===== src/mcari_pkg.sv =====
// Overview of operation
// - Wait-state mode: host holds channel address stable while strobes are low.
// - Wait-state host stretches its read until ready or completion shows, or until twice the conversion time passes.
// - Pipelined mode: ready carries no status and is not used.
// - Pipelined mode: host leaves at least 2.5 us between reads.
// - Host reaches converter like a ROM: chip select, read, address only.
`default_nettype none

package mcari_pkg;

    // ************************************************************
    // Register offsets
    // ************************************************************
    localparam logic [7:0] MCARI_ADDR_CTRL     = 8'h00;
    localparam logic [7:0] MCARI_ADDR_CMD      = 8'h04;
    localparam logic [7:0] MCARI_ADDR_STATUS   = 8'h08;
    localparam logic [7:0] MCARI_ADDR_DATA     = 8'h0C;
    localparam logic [7:0] MCARI_ADDR_IRQ_STAT = 8'h10;
    localparam logic [7:0] MCARI_ADDR_IRQ_MASK = 8'h14;

    // ************************************************************
    // Field positions and reset values
    // ************************************************************
    localparam int         MCARI_CTRL_PIPE_BIT  = 0;
    localparam int         MCARI_CTRL_FOUR_BIT  = 1;
    localparam logic [1:0] MCARI_CTRL_RESET     = 2'h0;
    localparam int         MCARI_CMD_START_BIT  = 8;
    localparam int         MCARI_IRQ_READ_DONE  = 0;
    localparam int         MCARI_IRQ_DEV_DONE   = 1;
    localparam int         MCARI_IRQ_TIMEOUT    = 2;
    localparam logic [2:0] MCARI_IRQ_RESET      = 3'h0;
    localparam logic [7:0] MCARI_BIPOLAR_MID    = 8'h80;

    // ************************************************************
    // Timing, in ns and in 200 MHz cycles
    // ************************************************************
    localparam int         MCARI_CLK_MHZ    = 200;
    localparam int         MCARI_CONV_NS    = 2000;
    localparam int         MCARI_GAP_NS     = 2500;
    localparam int         MCARI_STROBE_NS  = 100;
    localparam int         MCARI_CONV_CYC   = MCARI_CONV_NS * MCARI_CLK_MHZ / 1000;
    localparam int         MCARI_GAP_CYC    =
        (MCARI_GAP_NS * MCARI_CLK_MHZ + 999) / 1000;
    localparam int         MCARI_STROBE_CYC =
        (MCARI_STROBE_NS * MCARI_CLK_MHZ + 999) / 1000;
    localparam logic [9:0] MCARI_TIMEOUT_LIM = 10'(2 * MCARI_CONV_CYC);
    localparam logic [9:0] MCARI_GAP_LIM     = 10'(MCARI_GAP_CYC);
    localparam logic [9:0] MCARI_STROBE_LIM  = 10'(MCARI_STROBE_CYC);

    // ************************************************************
    // Types
    // ************************************************************
    typedef enum logic [2:0] {
        MCARI_IDLE   = 3'b000,
        MCARI_SETUP  = 3'b001,
        MCARI_WAIT   = 3'b010,
        MCARI_STROBE = 3'b011,
        MCARI_HOLD   = 3'b100,
        MCARI_GAP    = 3'b101
    } mcari_state_t;

    typedef struct packed {
        logic       cs_n;
        logic       rd_n;
        logic [2:0] chan;
    } mcari_pins_t;

    // Bipolar code to signed steps of 31.25 mV
    function automatic logic [15:0] mcari_bipolar(input logic [7:0] code);
        mcari_bipolar = 16'({8'h00, MCARI_BIPOLAR_MID} - {8'h00, code});
    endfunction

endpackage : mcari_pkg

`default_nettype wire


===== src/mcari_host.sv =====
// The AHB-Lite register port and the address map were chosen for this implementation.
`timescale 1ns/100ps
`default_nettype none

module mcari_host (
    input  wire logic                hclk,
    input  wire logic                hresetn,
    input  wire logic                hsel,
    input  wire logic [31:0]         haddr,
    input  wire logic [1:0]          htrans,
    input  wire logic                hwrite,
    input  wire logic [2:0]          hsize,
    input  wire logic [31:0]         hwdata,
    input  wire logic                hready,
    output logic [31:0]              hrdata,
    output logic                     hreadyout,
    output logic                     hresp,
    output logic                     irq,
    output mcari_pkg::mcari_pins_t   adc_pins,
    input  wire logic [7:0]          result_bus,
    input  wire logic                adc_ready,
    input  wire logic                adc_done_n
);
    import mcari_pkg::*;

    // ************************************************************
    // Declarations
    // ************************************************************
    mcari_state_t state_reg;
    logic [9:0]   cnt_reg;
    logic [1:0]   ctrl_reg;
    logic [2:0]   chan_reg;
    logic [7:0]   result_reg;
    logic [2:0]   res_chan_reg;
    logic [2:0]   irq_stat_reg;
    logic [2:0]   irq_mask_reg;
    logic         done_n_prev_reg;
    logic         wr_pend_reg;
    logic         rd_pend_reg;
    logic [7:0]   addr_reg;
    logic [31:0]  hrdata_reg;
    logic         addr_phase;
    logic         wr_cmd;
    logic         start;
    logic         answer;
    logic [2:0]   irq_set;
    logic [2:0]   irq_clr;
    logic [31:0]  rd_mux;

    // ************************************************************
    // Bus slave
    // ************************************************************

    // Address phase seen
    assign addr_phase = hsel && hready && htrans[1];
    assign wr_cmd     = wr_pend_reg && (addr_reg == MCARI_ADDR_CMD);
    assign start      = wr_cmd && hwdata[MCARI_CMD_START_BIT]
                        && (state_reg == MCARI_IDLE);

    // Address phase capture
    always_ff @(posedge hclk or negedge hresetn) begin
        if (!hresetn) begin
            wr_pend_reg <= 1'b0;
            rd_pend_reg <= 1'b0;
            addr_reg    <= 8'h00;
        end else begin
            if (hready || rd_pend_reg) begin
                wr_pend_reg <= addr_phase && hwrite;
                rd_pend_reg <= addr_phase && !hwrite;
            end
            if (addr_phase) begin
                addr_reg <= {haddr[7:2], 2'b00};
            end
        end
    end

    // Read mux, unmapped offsets read zero
    always_comb begin
        rd_mux = 32'h0000_0000;
        case (addr_reg)
            MCARI_ADDR_CTRL:     rd_mux = {30'h0, ctrl_reg};
            MCARI_ADDR_CMD:      rd_mux = {29'h0, chan_reg};
            MCARI_ADDR_STATUS:   rd_mux = {25'h0, chan_reg, adc_done_n,
                                           state_reg};
            MCARI_ADDR_DATA:     rd_mux = {mcari_bipolar(result_reg),
                                           5'h00, res_chan_reg,
                                           result_reg};
            MCARI_ADDR_IRQ_STAT: rd_mux = {29'h0, irq_stat_reg};
            MCARI_ADDR_IRQ_MASK: rd_mux = {29'h0, irq_mask_reg};
            default:             rd_mux = 32'h0000_0000;
        endcase
    end

    // Read data, one wait state
    always_ff @(posedge hclk or negedge hresetn) begin
        if (!hresetn) begin
            hrdata_reg <= 32'h0000_0000;
        end else if (rd_pend_reg) begin
            hrdata_reg <= rd_mux;
        end
    end

    assign hrdata    = hrdata_reg;
    assign hreadyout = !rd_pend_reg;
    assign hresp     = 1'b0;

    // Control and mask registers
    always_ff @(posedge hclk or negedge hresetn) begin
        if (!hresetn) begin
            ctrl_reg     <= MCARI_CTRL_RESET;
            irq_mask_reg <= MCARI_IRQ_RESET;
            chan_reg     <= 3'h0;
        end else begin
            if (wr_pend_reg && addr_reg == MCARI_ADDR_CTRL) begin
                ctrl_reg <= hwdata[1:0];
            end
            if (wr_pend_reg && addr_reg == MCARI_ADDR_IRQ_MASK) begin
                irq_mask_reg <= hwdata[2:0];
            end
            if (start) begin
                chan_reg <= ctrl_reg[MCARI_CTRL_FOUR_BIT] ?
                            {1'b0, hwdata[1:0]} : hwdata[2:0];
            end
        end
    end

    // ************************************************************
    // Converter sequencer
    // ************************************************************

    // Wait-state answer: ready released or completion low
    assign answer = adc_ready || !adc_done_n;

    // Sequence state and cycle counter
    always_ff @(posedge hclk or negedge hresetn) begin
        if (!hresetn) begin
            state_reg <= MCARI_IDLE;
            cnt_reg   <= 10'h000;
        end else begin
            cnt_reg <= cnt_reg + 10'h001;
            case (state_reg)
                MCARI_IDLE: begin
                    if (start) begin
                        state_reg <= MCARI_SETUP;
                    end
                end
                MCARI_SETUP: begin
                    cnt_reg   <= 10'h000;
                    state_reg <= ctrl_reg[MCARI_CTRL_PIPE_BIT] ?
                                 MCARI_STROBE : MCARI_WAIT;
                end
                MCARI_WAIT: begin
                    if (answer || cnt_reg >= MCARI_TIMEOUT_LIM) begin
                        state_reg <= MCARI_HOLD;
                    end
                end
                MCARI_STROBE: begin
                    if (cnt_reg >= MCARI_STROBE_LIM - 10'h001) begin
                        cnt_reg   <= 10'h000;
                        state_reg <= MCARI_HOLD;
                    end
                end
                MCARI_HOLD: begin
                    state_reg <= ctrl_reg[MCARI_CTRL_PIPE_BIT] ?
                                 MCARI_GAP : MCARI_IDLE;
                end
                MCARI_GAP: begin
                    if (cnt_reg >= MCARI_GAP_LIM - 10'h001) begin
                        state_reg <= MCARI_IDLE;
                    end
                end
                default: begin
                    state_reg <= MCARI_IDLE;
                end
            endcase
        end
    end

    // Result capture
    always_ff @(posedge hclk or negedge hresetn) begin
        if (!hresetn) begin
            result_reg   <= 8'h00;
            res_chan_reg <= 3'h0;
        end else if ((state_reg == MCARI_WAIT && answer) ||
                     (state_reg == MCARI_STROBE &&
                      cnt_reg >= MCARI_STROBE_LIM - 10'h001)) begin
            result_reg   <= result_bus;
            res_chan_reg <= chan_reg;
        end
    end

    // Pins: address held from setup through hold, ROM-style read
    always_ff @(posedge hclk or negedge hresetn) begin
        if (!hresetn) begin
            adc_pins <= '{cs_n: 1'b1, rd_n: 1'b1, chan: 3'h0};
        end else begin
            adc_pins.cs_n <= !(state_reg == MCARI_SETUP ||
                               (state_reg == MCARI_WAIT && !answer &&
                                cnt_reg < MCARI_TIMEOUT_LIM) ||
                               (state_reg == MCARI_STROBE &&
                                cnt_reg < MCARI_STROBE_LIM - 10'h001));
            adc_pins.rd_n <= !(state_reg == MCARI_SETUP ||
                               (state_reg == MCARI_WAIT && !answer &&
                                cnt_reg < MCARI_TIMEOUT_LIM) ||
                               (state_reg == MCARI_STROBE &&
                                cnt_reg < MCARI_STROBE_LIM - 10'h001));
            if (start) begin
                adc_pins.chan <= ctrl_reg[MCARI_CTRL_FOUR_BIT] ?
                                 {1'b0, hwdata[1:0]} : hwdata[2:0];
            end
        end
    end

    // ************************************************************
    // Interrupts
    // ************************************************************

    // Completion fall detector
    always_ff @(posedge hclk or negedge hresetn) begin
        if (!hresetn) begin
            done_n_prev_reg <= 1'b1;
        end else begin
            done_n_prev_reg <= adc_done_n;
        end
    end

    // Events: ready is ignored in pipelined mode
    assign irq_set[MCARI_IRQ_READ_DONE] = state_reg == MCARI_HOLD;
    assign irq_set[MCARI_IRQ_DEV_DONE]  = done_n_prev_reg && !adc_done_n;
    assign irq_set[MCARI_IRQ_TIMEOUT]   = state_reg == MCARI_WAIT && !answer
                                          && cnt_reg >= MCARI_TIMEOUT_LIM;
    assign irq_clr = (wr_pend_reg && addr_reg == MCARI_ADDR_IRQ_STAT) ?
                     hwdata[2:0] : 3'h0;

    // Sticky status, set wins over clear
    always_ff @(posedge hclk or negedge hresetn) begin
        if (!hresetn) begin
            irq_stat_reg <= MCARI_IRQ_RESET;
        end else begin
            irq_stat_reg <= (irq_stat_reg & ~irq_clr) | irq_set;
        end
    end

    assign irq = |(irq_stat_reg & irq_mask_reg);

endmodule // mcari_host

`default_nettype wire


===== config.mk =====
export PLATFORM = sky130hd
export DESIGN_NAME = mcari_host
export DESIGN_NICKNAME = d
export VERILOG_FILES = /design/src/mcari_pkg.sv /design/src/mcari_host.sv
export SDC_FILE = /design/constraint.sdc
export NUM_CORES = 1
export LEC_CHECK = 0
export ABC_AREA = 1
export BUFFER_PORTS_ARGS = -buffer_cell sky130_fd_sc_hd__buf_4
export CAP_MARGIN = 25
export CORE_MARGIN = 8
export CORE_UTILIZATION = 53
export CTS_CLUSTER_DIAMETER = 60
export DETAILED_ROUTE_END_ITERATION = 7
export GPL_TIMING_DRIVEN = 0
export PLACE_DENSITY = 0.85
export SKIP_CTS_REPAIR_TIMING = 1
export SYNTH_ARGS = -nofsm -noshare
export SYNTH_HDL_FRONTEND = slang
export SYNTH_SLANG_ARGS = --single-unit

===== constraint.sdc =====
create_clock -name hclk -period 4.21 [get_ports hclk]
set_clock_uncertainty 0.05 [all_clocks]
set_input_delay 0.421 -clock hclk [delete_from_list [all_inputs] [get_ports hclk]]
set_output_delay 0.421 -clock hclk [all_outputs]
set_load 0.1 [all_outputs]

Yosys cells after proc, flatten, opt, wreduce, memory -nomap -nowiden

Index checks and enable logic that the tools add are counted.
Widths: inputs -> output; s select.

$add $sub $neg: 2
Bitwise operators: 4
Reductions and logical operators: 32
Equality and inequality tests: 14
$lt $le $gt $ge: 5
Mux-type cells: 12

Operators with widths:

| operator              | number |
|---|---|
| $pmux 32 s6           | 1 |
| $mux 3                | 7 |
| $pmux 10 s2           | 1 |
| $pmux 3 s6            | 1 |
| $logic_and 1x1->1     | 17 |
| $eq 6x2->1 const B    | 2 |
| $eq 6x3->1 const B    | 2 |
| $add 10x1->10 const B | 1 |
| $ge 10x10->1 const B  | 1 |
| $ge 10x5->1 const B   | 1 |
| $ge 10x9->1 const B   | 1 |
| $lt 10x10->1 const B  | 1 |
| $lt 10x5->1 const B   | 1 |
| $mux 10               | 1 |
| $sub 8x8->9 const A   | 1 |
| $logic_not 8->1       | 1 |
| $ne 2x2->1 const B    | 4 |
| $and 3x3->3           | 2 |
| $eq 3x2->1 const B    | 2 |
| $eq 3x3->1 const B    | 2 |
| $eq 6x1->1 const B    | 1 |
| $logic_or 1x1->1      | 6 |
| $logic_not 1->1       | 5 |
| $reduce_and 4->1      | 1 |
| other kinds (6)       | 6 |

Bits of input ports: 84
Bits in registers: 77
Output and inout bits: 40

Longest topological paths before layout

Gate-level depths: netlist of run 1.

Word-level depth: 8
Depth in mapped cells: 10
Mapped depth without buffers: 9

Worst setup path before layout of run 1

No wires, ideal clock.

Kind: reg2out
From: reg irq_stat_reg[1]
To: out irq
Data arrival time: 1.837 ns
Cell stages (with the launch flop): 3
Slack: 1.902 ns
Required time: 3.739 ns
Buffers on the path: 0
Path through: dfrtp_1 inv_1 o211ai_1

Word-level cells in the longest chain between the ends: 2

Ends and longest elaborated chain:

| what                   | line              | RTL |
|---|---|---|
| start, declared        | mcari_host.sv:35  | `logic [2:0] irq_stat_reg;` |
| start signal, assigned | mcari_host.sv:240 | `irq_stat_reg <= (irq_stat_reg & ~irq_clr) \| irq_set;` |
| $and 3x3->3            | mcari_host.sv:244 | `assign irq = \|(irq_stat_reg & irq_mask_reg);` |
| $reduce_or 3->1        | mcari_host.sv:244 |  |
| end, declared          | mcari_host.sv:18  | `output logic irq,` |

No other way between the ends.

Worst setup path in the final report of run 1

From: reg rd_pend_reg
To: out hreadyout

Word-level cells in the longest chain between the ends: 1

Ends and longest elaborated chain:

| what                   | line              | RTL |
|---|---|---|
| start, declared        | mcari_host.sv:39  | `logic rd_pend_reg;` |
| start signal, assigned | mcari_host.sv:69  | `rd_pend_reg <= addr_phase && !hwrite;` |
| $logic_not 1->1        | mcari_host.sv:104 | `assign hreadyout = !rd_pend_reg;` |
| end, declared          | mcari_host.sv:16  | `output logic hreadyout,` |

No other way between the ends.

==> results of run 1 <==
## worst max-delay path, delay by kind of cell (launching register included)
family	cells	cell delay [ns]
buffers and inverters	3	1.02
DFF	1	0.43
## cell type report
cell class	count	area, um^2
Fill cell	501	1910
Sequential cell	65	1630
Multi-Input combinational cell	261	1340
Timing Repair Buffer	59	443
Inverter	46	175
Buffer	19	139
Clock buffer	9	124
Tap cell	75	93.8
Clock inverter	7	71.3
## worst min path at each step
stage / endpoint / from
finish: hrdata[7] / hresetn
global route: done_n_prev_reg / adc_done_n
CTS: hrdata[7] / hresetn
detailed placement: hrdata[23] / hrdata[23]
global placement: hrdata[23] / hrdata[23]
floorplan: addr_reg[2] / hresetn
## logic make-up after synthesis
group / Yosys count / synth area share (%)
other cells: 1 / 0.115
compound gates: 57 / 12.3
xor+xnor: 5 / 1.34
buf+inv: 65 / 9.63
simple gates: 190 / 25.5
fa+ha+maj: 3 / 1.15
flops: 65 / 49.9
## synth_stat cells (2+ instances only)
master    count
nor2_4        4
o211ai_2      4
a21oi_1      13
nand2_1     102
nand4_1       5
nand3_1      29
clkbuf_1      3
xor2_1        4
buf_6         2
inv_1        45
ha_1          3
o21ai_2      16
o21ai_0      14
o31ai_1       3
dfrtp_1      63
nor3_1        2
dfstp_2       2
buf_4        14
o21bai_1      3
nor2_1       41
## where the power goes
part           switching [mW]  total, mW  internal [mW]
clock network           0.251      0.522          0.272
logic                   0.423      0.612          0.188
registers              0.0901      0.808          0.718
total                   0.764       1.94           1.18
## metrics by stage
stage | instances | area (um^2) | power, mW | setup WS [ns]
6_report | 541 | 4010 | 1.94 | 1.93
5_1_grt | 541 | 4010 | 2.06 | 1.87
4_1_cts | 541 | 4010 | 1.95 | 1.96
3_5_place_dp | 525 | 3820 | 1.43 | 2.34
3_3_place_gp | 525 | 3820 | 1.40 | 2.37
2_1_floorplan | 391 | 3280 | 1.27 | 1.90
## routing by layer
metal  GRT usage, %  part of all wire, %  vias to the layer above
li1               -                    -                     1368
met1           20.3                   41                     1319
met2           29.8                   49                       88
met3           5.24                  8.0                       15
met4           8.71                  2.1                        0
met5              0                    0                        -
==> reports/qor.yml, run 1 <==
regToRegSetupSlack_ns: 2.56
numPortBuffers: 59
num_antenna_cells: 0
critPathMaxFanout: 10
layout_common_cells: "nand2_1, buf_4, dfrtp_1"
worstMarginPinSlew_ns: 0.806
finalMaxSlewViolations: 0
gp_congestion: 0.939
drt-initial-drc-count: 149
crit_end: "hreadyout"
syn_area_um2: 3260
arrival_ns: 1.80
drc_errors: 0
power.density_nw_per_um2: 484
antenna_found_initial: 0
synthTopCellsByArea: "dfrtp_1, nand2_1, inv_1"
drv_cap: 0
worst_r2r_path_depth: 10
cp_data_required_time_ns: 3.74
setup_viol: 0
fmax_ghz: 0.439
final-hold-violation-count: 0
worstSetupPathType: "reg2out"
slowest_delay_ns: 0.43
clk_pin_slew_ns: 0.08
peakVddDrop_v: 0.000347
grt_overflow: 0
post-route-util_pct: 67.8
syn_inst: 386
clock_sinks: 65
core_um2: 5920
synth_area_leader_cell: "dfrtp_1"
cts_buffers: 9
synthArstFlopShare_pct: 100
slew_headroom_pct: 46.2
synth_enable_flop_cells: 0
die_w_um: 94.5
nets: 548
rsz0062_at_grt: "no"
end_kind: "output pin"
synth_top_area_share_pct: 48.3
synth_area_per_cell_um2: 8.45
clk_latency_ns: 0.35
initial_core_util_pct: 55.1
grt_pass1_wl_um: 12600
clockRootBuffer: "clkbuf_8"
status: "completed"
ys_ff_latch: 65
final_layout_size_suffix_gt1_share_pct: 26.4
yosys_warnings: 0
critPathLaunchType: "flop"
wirelength_um: 7550
firstDrtPassIters: 5
timing.rr.start: "cnt_reg[0]"
r2r_end: "result_reg[2]"
hold_path.class: "in2async"
cts_tree: "done"
largest_register_ff_count: 20
hpwl_um: 5760
final_antenna_net_count: 0
cp_slowest_cell: "dfrtp_1"
grt_start_max_net_pins: 66
cellLeakagePower_nw: 2.11
worstPathCellList: "inv_1 -> clkbuf_1 -> buf_4"
grt_pass1_vias: 2752
std_cell_rows: 28
seq_area_frac_synth_pct: 49.9
wl_per_cell_um: 14.0
avgViaCountPerCell: 5.16
post-route-min-period_ns: 2.28
layout_commonest_cell: "nand2_1"
ys_types: 34
io-pin-count: 124
gr-usage-all-layers_pct: 17.8
dieHeight_um: 94.5
fp.dieArea_um2: 8920
synth_ff_type: "dfrtp_1"
fin_setup_tns_ns: 0
cts_max_level: 3
whs_ns: 0.0901
area_growth_pct: 23.0
finalCritPeriodShare_pct: 54.1
clockBufferDepth: 2
vias: 2790
cp-startpoint: "rd_pend_reg"
Note: power is estimated with default switching activity, not from simulation.
==> run 2: changes to the inputs <==
CORE_UTILIZATION = 44   (was 53)
PLACE_DENSITY = 0.76   (was 0.85)
clock period = 1.9 ns   (was 4.21 ns; I/O delays follow)
==> reports/qor.yml, run 2 (synthesis results as in run 1) <==
final_antenna_net_count: 0
avgViaCountPerCell: 4.83
core_um2: 7210
clock_sinks: 65
vias: 2754
nets: 553
final-hold-violation-count: 0
grt_pass1_vias: 2835
cts_buffers: 9
clk_latency_ns: 0.34
grt_start_max_net_pins: 66
rsz0062_at_grt: "no"
r2r_end: "result_reg[3]"
cellLeakagePower_nw: 2.13
min_to: "result_reg[6]"
numPortBuffers: 59
gr-usage-all-layers_pct: 15.3
wl_per_cell_um: 13.6
drt-initial-drc-count: 211
critPathLaunchType: "flop"
worstSetupPathType: "reg2out"
arrival_ns: 1.53
fp.dieArea_um2: 10400
worstMarginPinSlew_ns: 0.806
grt_pass1_wl_um: 12500
hold_path.class: "in2reg"
drv_cap: 0
cts_tree: "done"
regToRegSetupSlack_ns: 0.21
gp_congestion: 0.877
end_kind: "output pin"
clockBufferDepth: 2
layout_common_cells: "nand2_1, buf_4, dfrtp_1"
post-route-min-period_ns: 1.77
largest_register_ff_count: 20
peakVddDrop_v: 0.000708
clockRootBuffer: "clkbuf_8"
final_area_um2: 4080
hold_start: "result_bus[6]"
area_growth_pct: 24.9
placed_area_um2: 3850
status: "completed"
finalCritPeriodShare_pct: 93.1
clk_pin_slew_ns: 0.07
cts_max_level: 3
finalMaxSlewViolations: 0
grt_overflow: 0
timing.rr.start: "cnt_reg[0]"
power.density_nw_per_um2: 1030
worst_r2r_path_depth: 10
cp_data_required_time_ns: 1.66
fin_setup_tns_ns: 0
hpwl_um: 5820
initial_core_util_pct: 45.2
slew_headroom_pct: 46.2
io-pin-count: 124
antenna_found_initial: 0
std_cell_rows: 31
layout_commonest_cell: "nand2_1"
final_layout_size_suffix_gt1_share_pct: 26.1
fmax_ghz: 0.565
die_w_um: 102
critPathMaxFanout: 10
num_antenna_cells: 0
setup_viol: 0
whs_path_depth: 3
dieHeight_um: 102
firstDrtPassIters: 4
wirelength_um: 7730
drc_errors: 0
run 2: cell count changes in the layout (fill, tap and decap cells not counted):
cell | before | now
clkbuf_2 | 0 | 1
clkinv_4 | 1 | 0
clkbuf_1 | 3 | 4
bufinv_16 | 1 | 0
dlygate4sd3_1 | 0 | 5
clkbuf_8 | 9 | 11
clkinvlp_4 | 3 | 1
inv_1 | 45 | 44
inv_2 | 0 | 1
run 2: how the worst max path moves through the flow:
stage | slack [ns] | endpoint | start | cells after the start
global placement | 0.27 | result_reg[3] | cnt_reg[0] | 10
finish | 0.13 | hreadyout | rd_pend_reg | 3
detailed placement | 0.23 | result_reg[5] | cnt_reg[0] | 10
CTS | 0.02 | hreadyout | rd_pend_reg | 3
global route | 0.06 | hreadyout | rd_pend_reg | 3
floorplan | -0.17 | irq | irq_mask_reg[1] | 2
run 2: report_power, final:
part / internal [mW] / switching [mW] / leakage [nW]
logic: 0.423 / 0.931 / 1.22
registers: 1.59 / 0.198 / 0.820
clock network: 0.541 / 0.507 / 0.0894
total: 2.56 / 1.64 / 2.13
run 2: metrics by stage:
| step | cells | hold WS (ns) | util, % | total power, mW | setup WS [ns] |
|---|---|---|---|---|---|
| 2_1_floorplan | 391 | -0.156 | - | 2.83 | -0.167 |
| 3_3_place_gp | 549 | 0.283 | 53.3 | 3.12 | 0.271 |
| 3_5_place_dp | 549 | 0.282 | 53.3 | 3.17 | 0.233 |
| 4_1_cts | 565 | -0.0885 | 55.8 | 4.22 | 0.0153 |
| 5_1_grt | 570 | 0.00375 | 56.5 | 4.46 | 0.0619 |
| 6_report | 570 | 0.00640 | 56.5 | 4.19 | 0.131 |
run 2: final cells by class:
cell class / instances / area [um^2]
sequential: 65 / 1630
tap: 99 / 124
fill: 673 / 3140
multi-input combinational: 261 / 1340
clock buffer: 13 / 159
inverter: 46 / 175
timing repair buffer: 64 / 493
clock inverter: 3 / 17.5
buffer: 19 / 140
run 2: routing by layer:
metal	global-route usage, %	vias to the layer above	part of all wire [%]
met2	26.2	72	49
met3	5.86	18	7.9
met1	16.6	1289	41
met5	0	-	0
li1	-	1375	-
met4	6.32	0	2.4
run 2: worst max-delay path, stage by stage (launching register included):
cell,delay [ns]
dfrtp_1,0.44
inv_2,0.17
clkbuf_2,0.25
buf_4,0.33
==> run 3: changes to the inputs <==
HOLD_SLACK_MARGIN = 0.06   (was unset)
PLACE_DENSITY = 0.78   (was 0.76)
==> reports/qor.yml, run 3 (synthesis results as in run 1) <==
largest_register_ff_count: 20
io-pin-count: 124
finalCritPeriodShare_pct: 89.0
clk_pin_slew_ns: 0.07
power.density_nw_per_um2: 1030
cts_buffers: 9
hold_path.class: "in2reg"
drv_cap: 0
cp_slowest_cell: "dfrtp_1"
worstMarginPinSlew_ns: 0.810
finalMaxSlewViolations: 0
cp-startpoint: "rd_pend_reg"
whs_ns: 0.0493
cellLeakagePower_nw: 2.19
cp_data_required_time_ns: 1.66
finalPower_mw: 4.30
worstPathCellList: "inv_2 -> clkbuf_2 -> buf_6"
dp_slack_ns: 0.237
numPortBuffers: 59
switching_share_pct: 38.2
crit_end: "hreadyout"
final_layout_size_suffix_gt1_share_pct: 26.0
critPathMaxFanout: 10
end_kind: "output pin"
num_antenna_cells: 0
grt_start_max_net_pins: 66
hpwl_um: 5730
antenna_found_initial: 0
fin_setup_tns_ns: 0
gr-usage-all-layers_pct: 15.0
area_growth_pct: 28.4
avgViaCountPerCell: 4.75
layout_commonest_cell: "nand2_1"
clk_latency_ns: 0.34
rsz0062_at_grt: "no"
nets: 562
dieHeight_um: 102
setup_viol: 0
post-route-min-period_ns: 1.69
drc_errors: 0
final-hold-violation-count: 0
clkPwrFrac_pct: 26.5
slew_headroom_pct: 46.0
layout_common_cells: "nand2_1, buf_4, dfrtp_1"
layout_setup_ws_ns: 0.209
grt_pass1_vias: 2669
status: "completed"
critPathLaunchType: "flop"
clockBufferDepth: 2
p_comb_share_pct: 31.9
regToRegSetupSlack_ns: 0.21
cts_max_level: 3
fmax_ghz: 0.591
initial_core_util_pct: 45.2
wirelength_um: 7870
gp_congestion: 0.908
slowest_delay_ns: 0.44
worstSetupPathType: "reg2out"
placedCellCount: 549
timing.rr.start: "cnt_reg[0]"
firstDrtPassIters: 4
worst_r2r_path_depth: 10
p_switching_mw: 1.64
wl_per_cell_um: 13.6
clockRootBuffer: "clkbuf_8"
drt-initial-drc-count: 170
pwr-share-seq_pct: 41.6
final_cells: 579
clock_sinks: 65
final_antenna_net_count: 0
grt_pass1_wl_um: 12200
cts_tree: "done"
internal_power_mw: 2.66
fp.dieArea_um2: 10400
r2r_end: "result_reg[3]"
peakVddDrop_v: 0.000633
vias: 2753
core_um2: 7210
std_cell_rows: 31
grt_overflow: 0
arrival_ns: 1.45
die_w_um: 102
## run 3: cell count changes in the layout (fill, tap and decap cells not counted), sizes merged
cell and delta:
dlygate4sd3 +9, clkbuf -3, clkinv +2, bufinv +1
## run 3: metrics by stage
step	area, um^2	util (%)
6_report	4190	58.0
5_1_grt	4190	58.0
4_1_cts	4040	56.1
3_5_place_dp	3850	53.3
3_3_place_gp	3850	53.3
2_1_floorplan	3280	-
## run 3: critical path: cells and delay by family (launching register included)
kind / cells / cell delay [ns]
DFF: 1 / 0.44
buffers and inverters: 3 / 0.68
## run 3: layout make-up
| class | instances | area [um^2] |
|---|---|---|
| Clock inverter | 6 | 57.6 |
| Sequential cell | 65 | 1630 |
| Fill cell | 654 | 3030 |
| Multi-Input combinational cell | 261 | 1340 |
| Inverter | 46 | 175 |
| Buffer | 19 | 140 |
| Clock buffer | 10 | 138 |
| Tap cell | 99 | 124 |
| Timing Repair Buffer | 73 | 587 |
## run 3: power by group through the flow
stage	Sequential, mW	Combinational [mW]	Clock, mW
after floorplan	1.89	0.936	0
after global placement	1.80	1.32	0
after detailed placement	1.81	1.35	0
after CTS	1.78	1.35	1.18
after global routing	1.81	1.51	1.23
final	1.79	1.37	1.14
## run 3: worst min-delay path by stage
stage	startpoint	endpoint	slack, ns	cells past startpoint
after floorplan	hresetn	addr_reg[2]	-0.16	0
after global placement	hresetn	hrdata[10]	0.28	1
after detailed placement	adc_done_n	done_n_prev_reg	0.28	1
after CTS	hresetn	hrdata[10]	-0.08	1
after global routing	haddr[6]	addr_reg[6]	0.07	3
final	haddr[3]	addr_reg[3]	0.05	3
## run 3: routing by layer
layer | global-route usage (%) | vias up | share of wire, %
li1 | - | 1395 | -
met1 | 16.6 | 1286 | 39
met2 | 26.1 | 68 | 52
met3 | 5.31 | 4 | 7.7
met4 | 4.74 | 0 | 0.65
met5 | 0 | - | 0
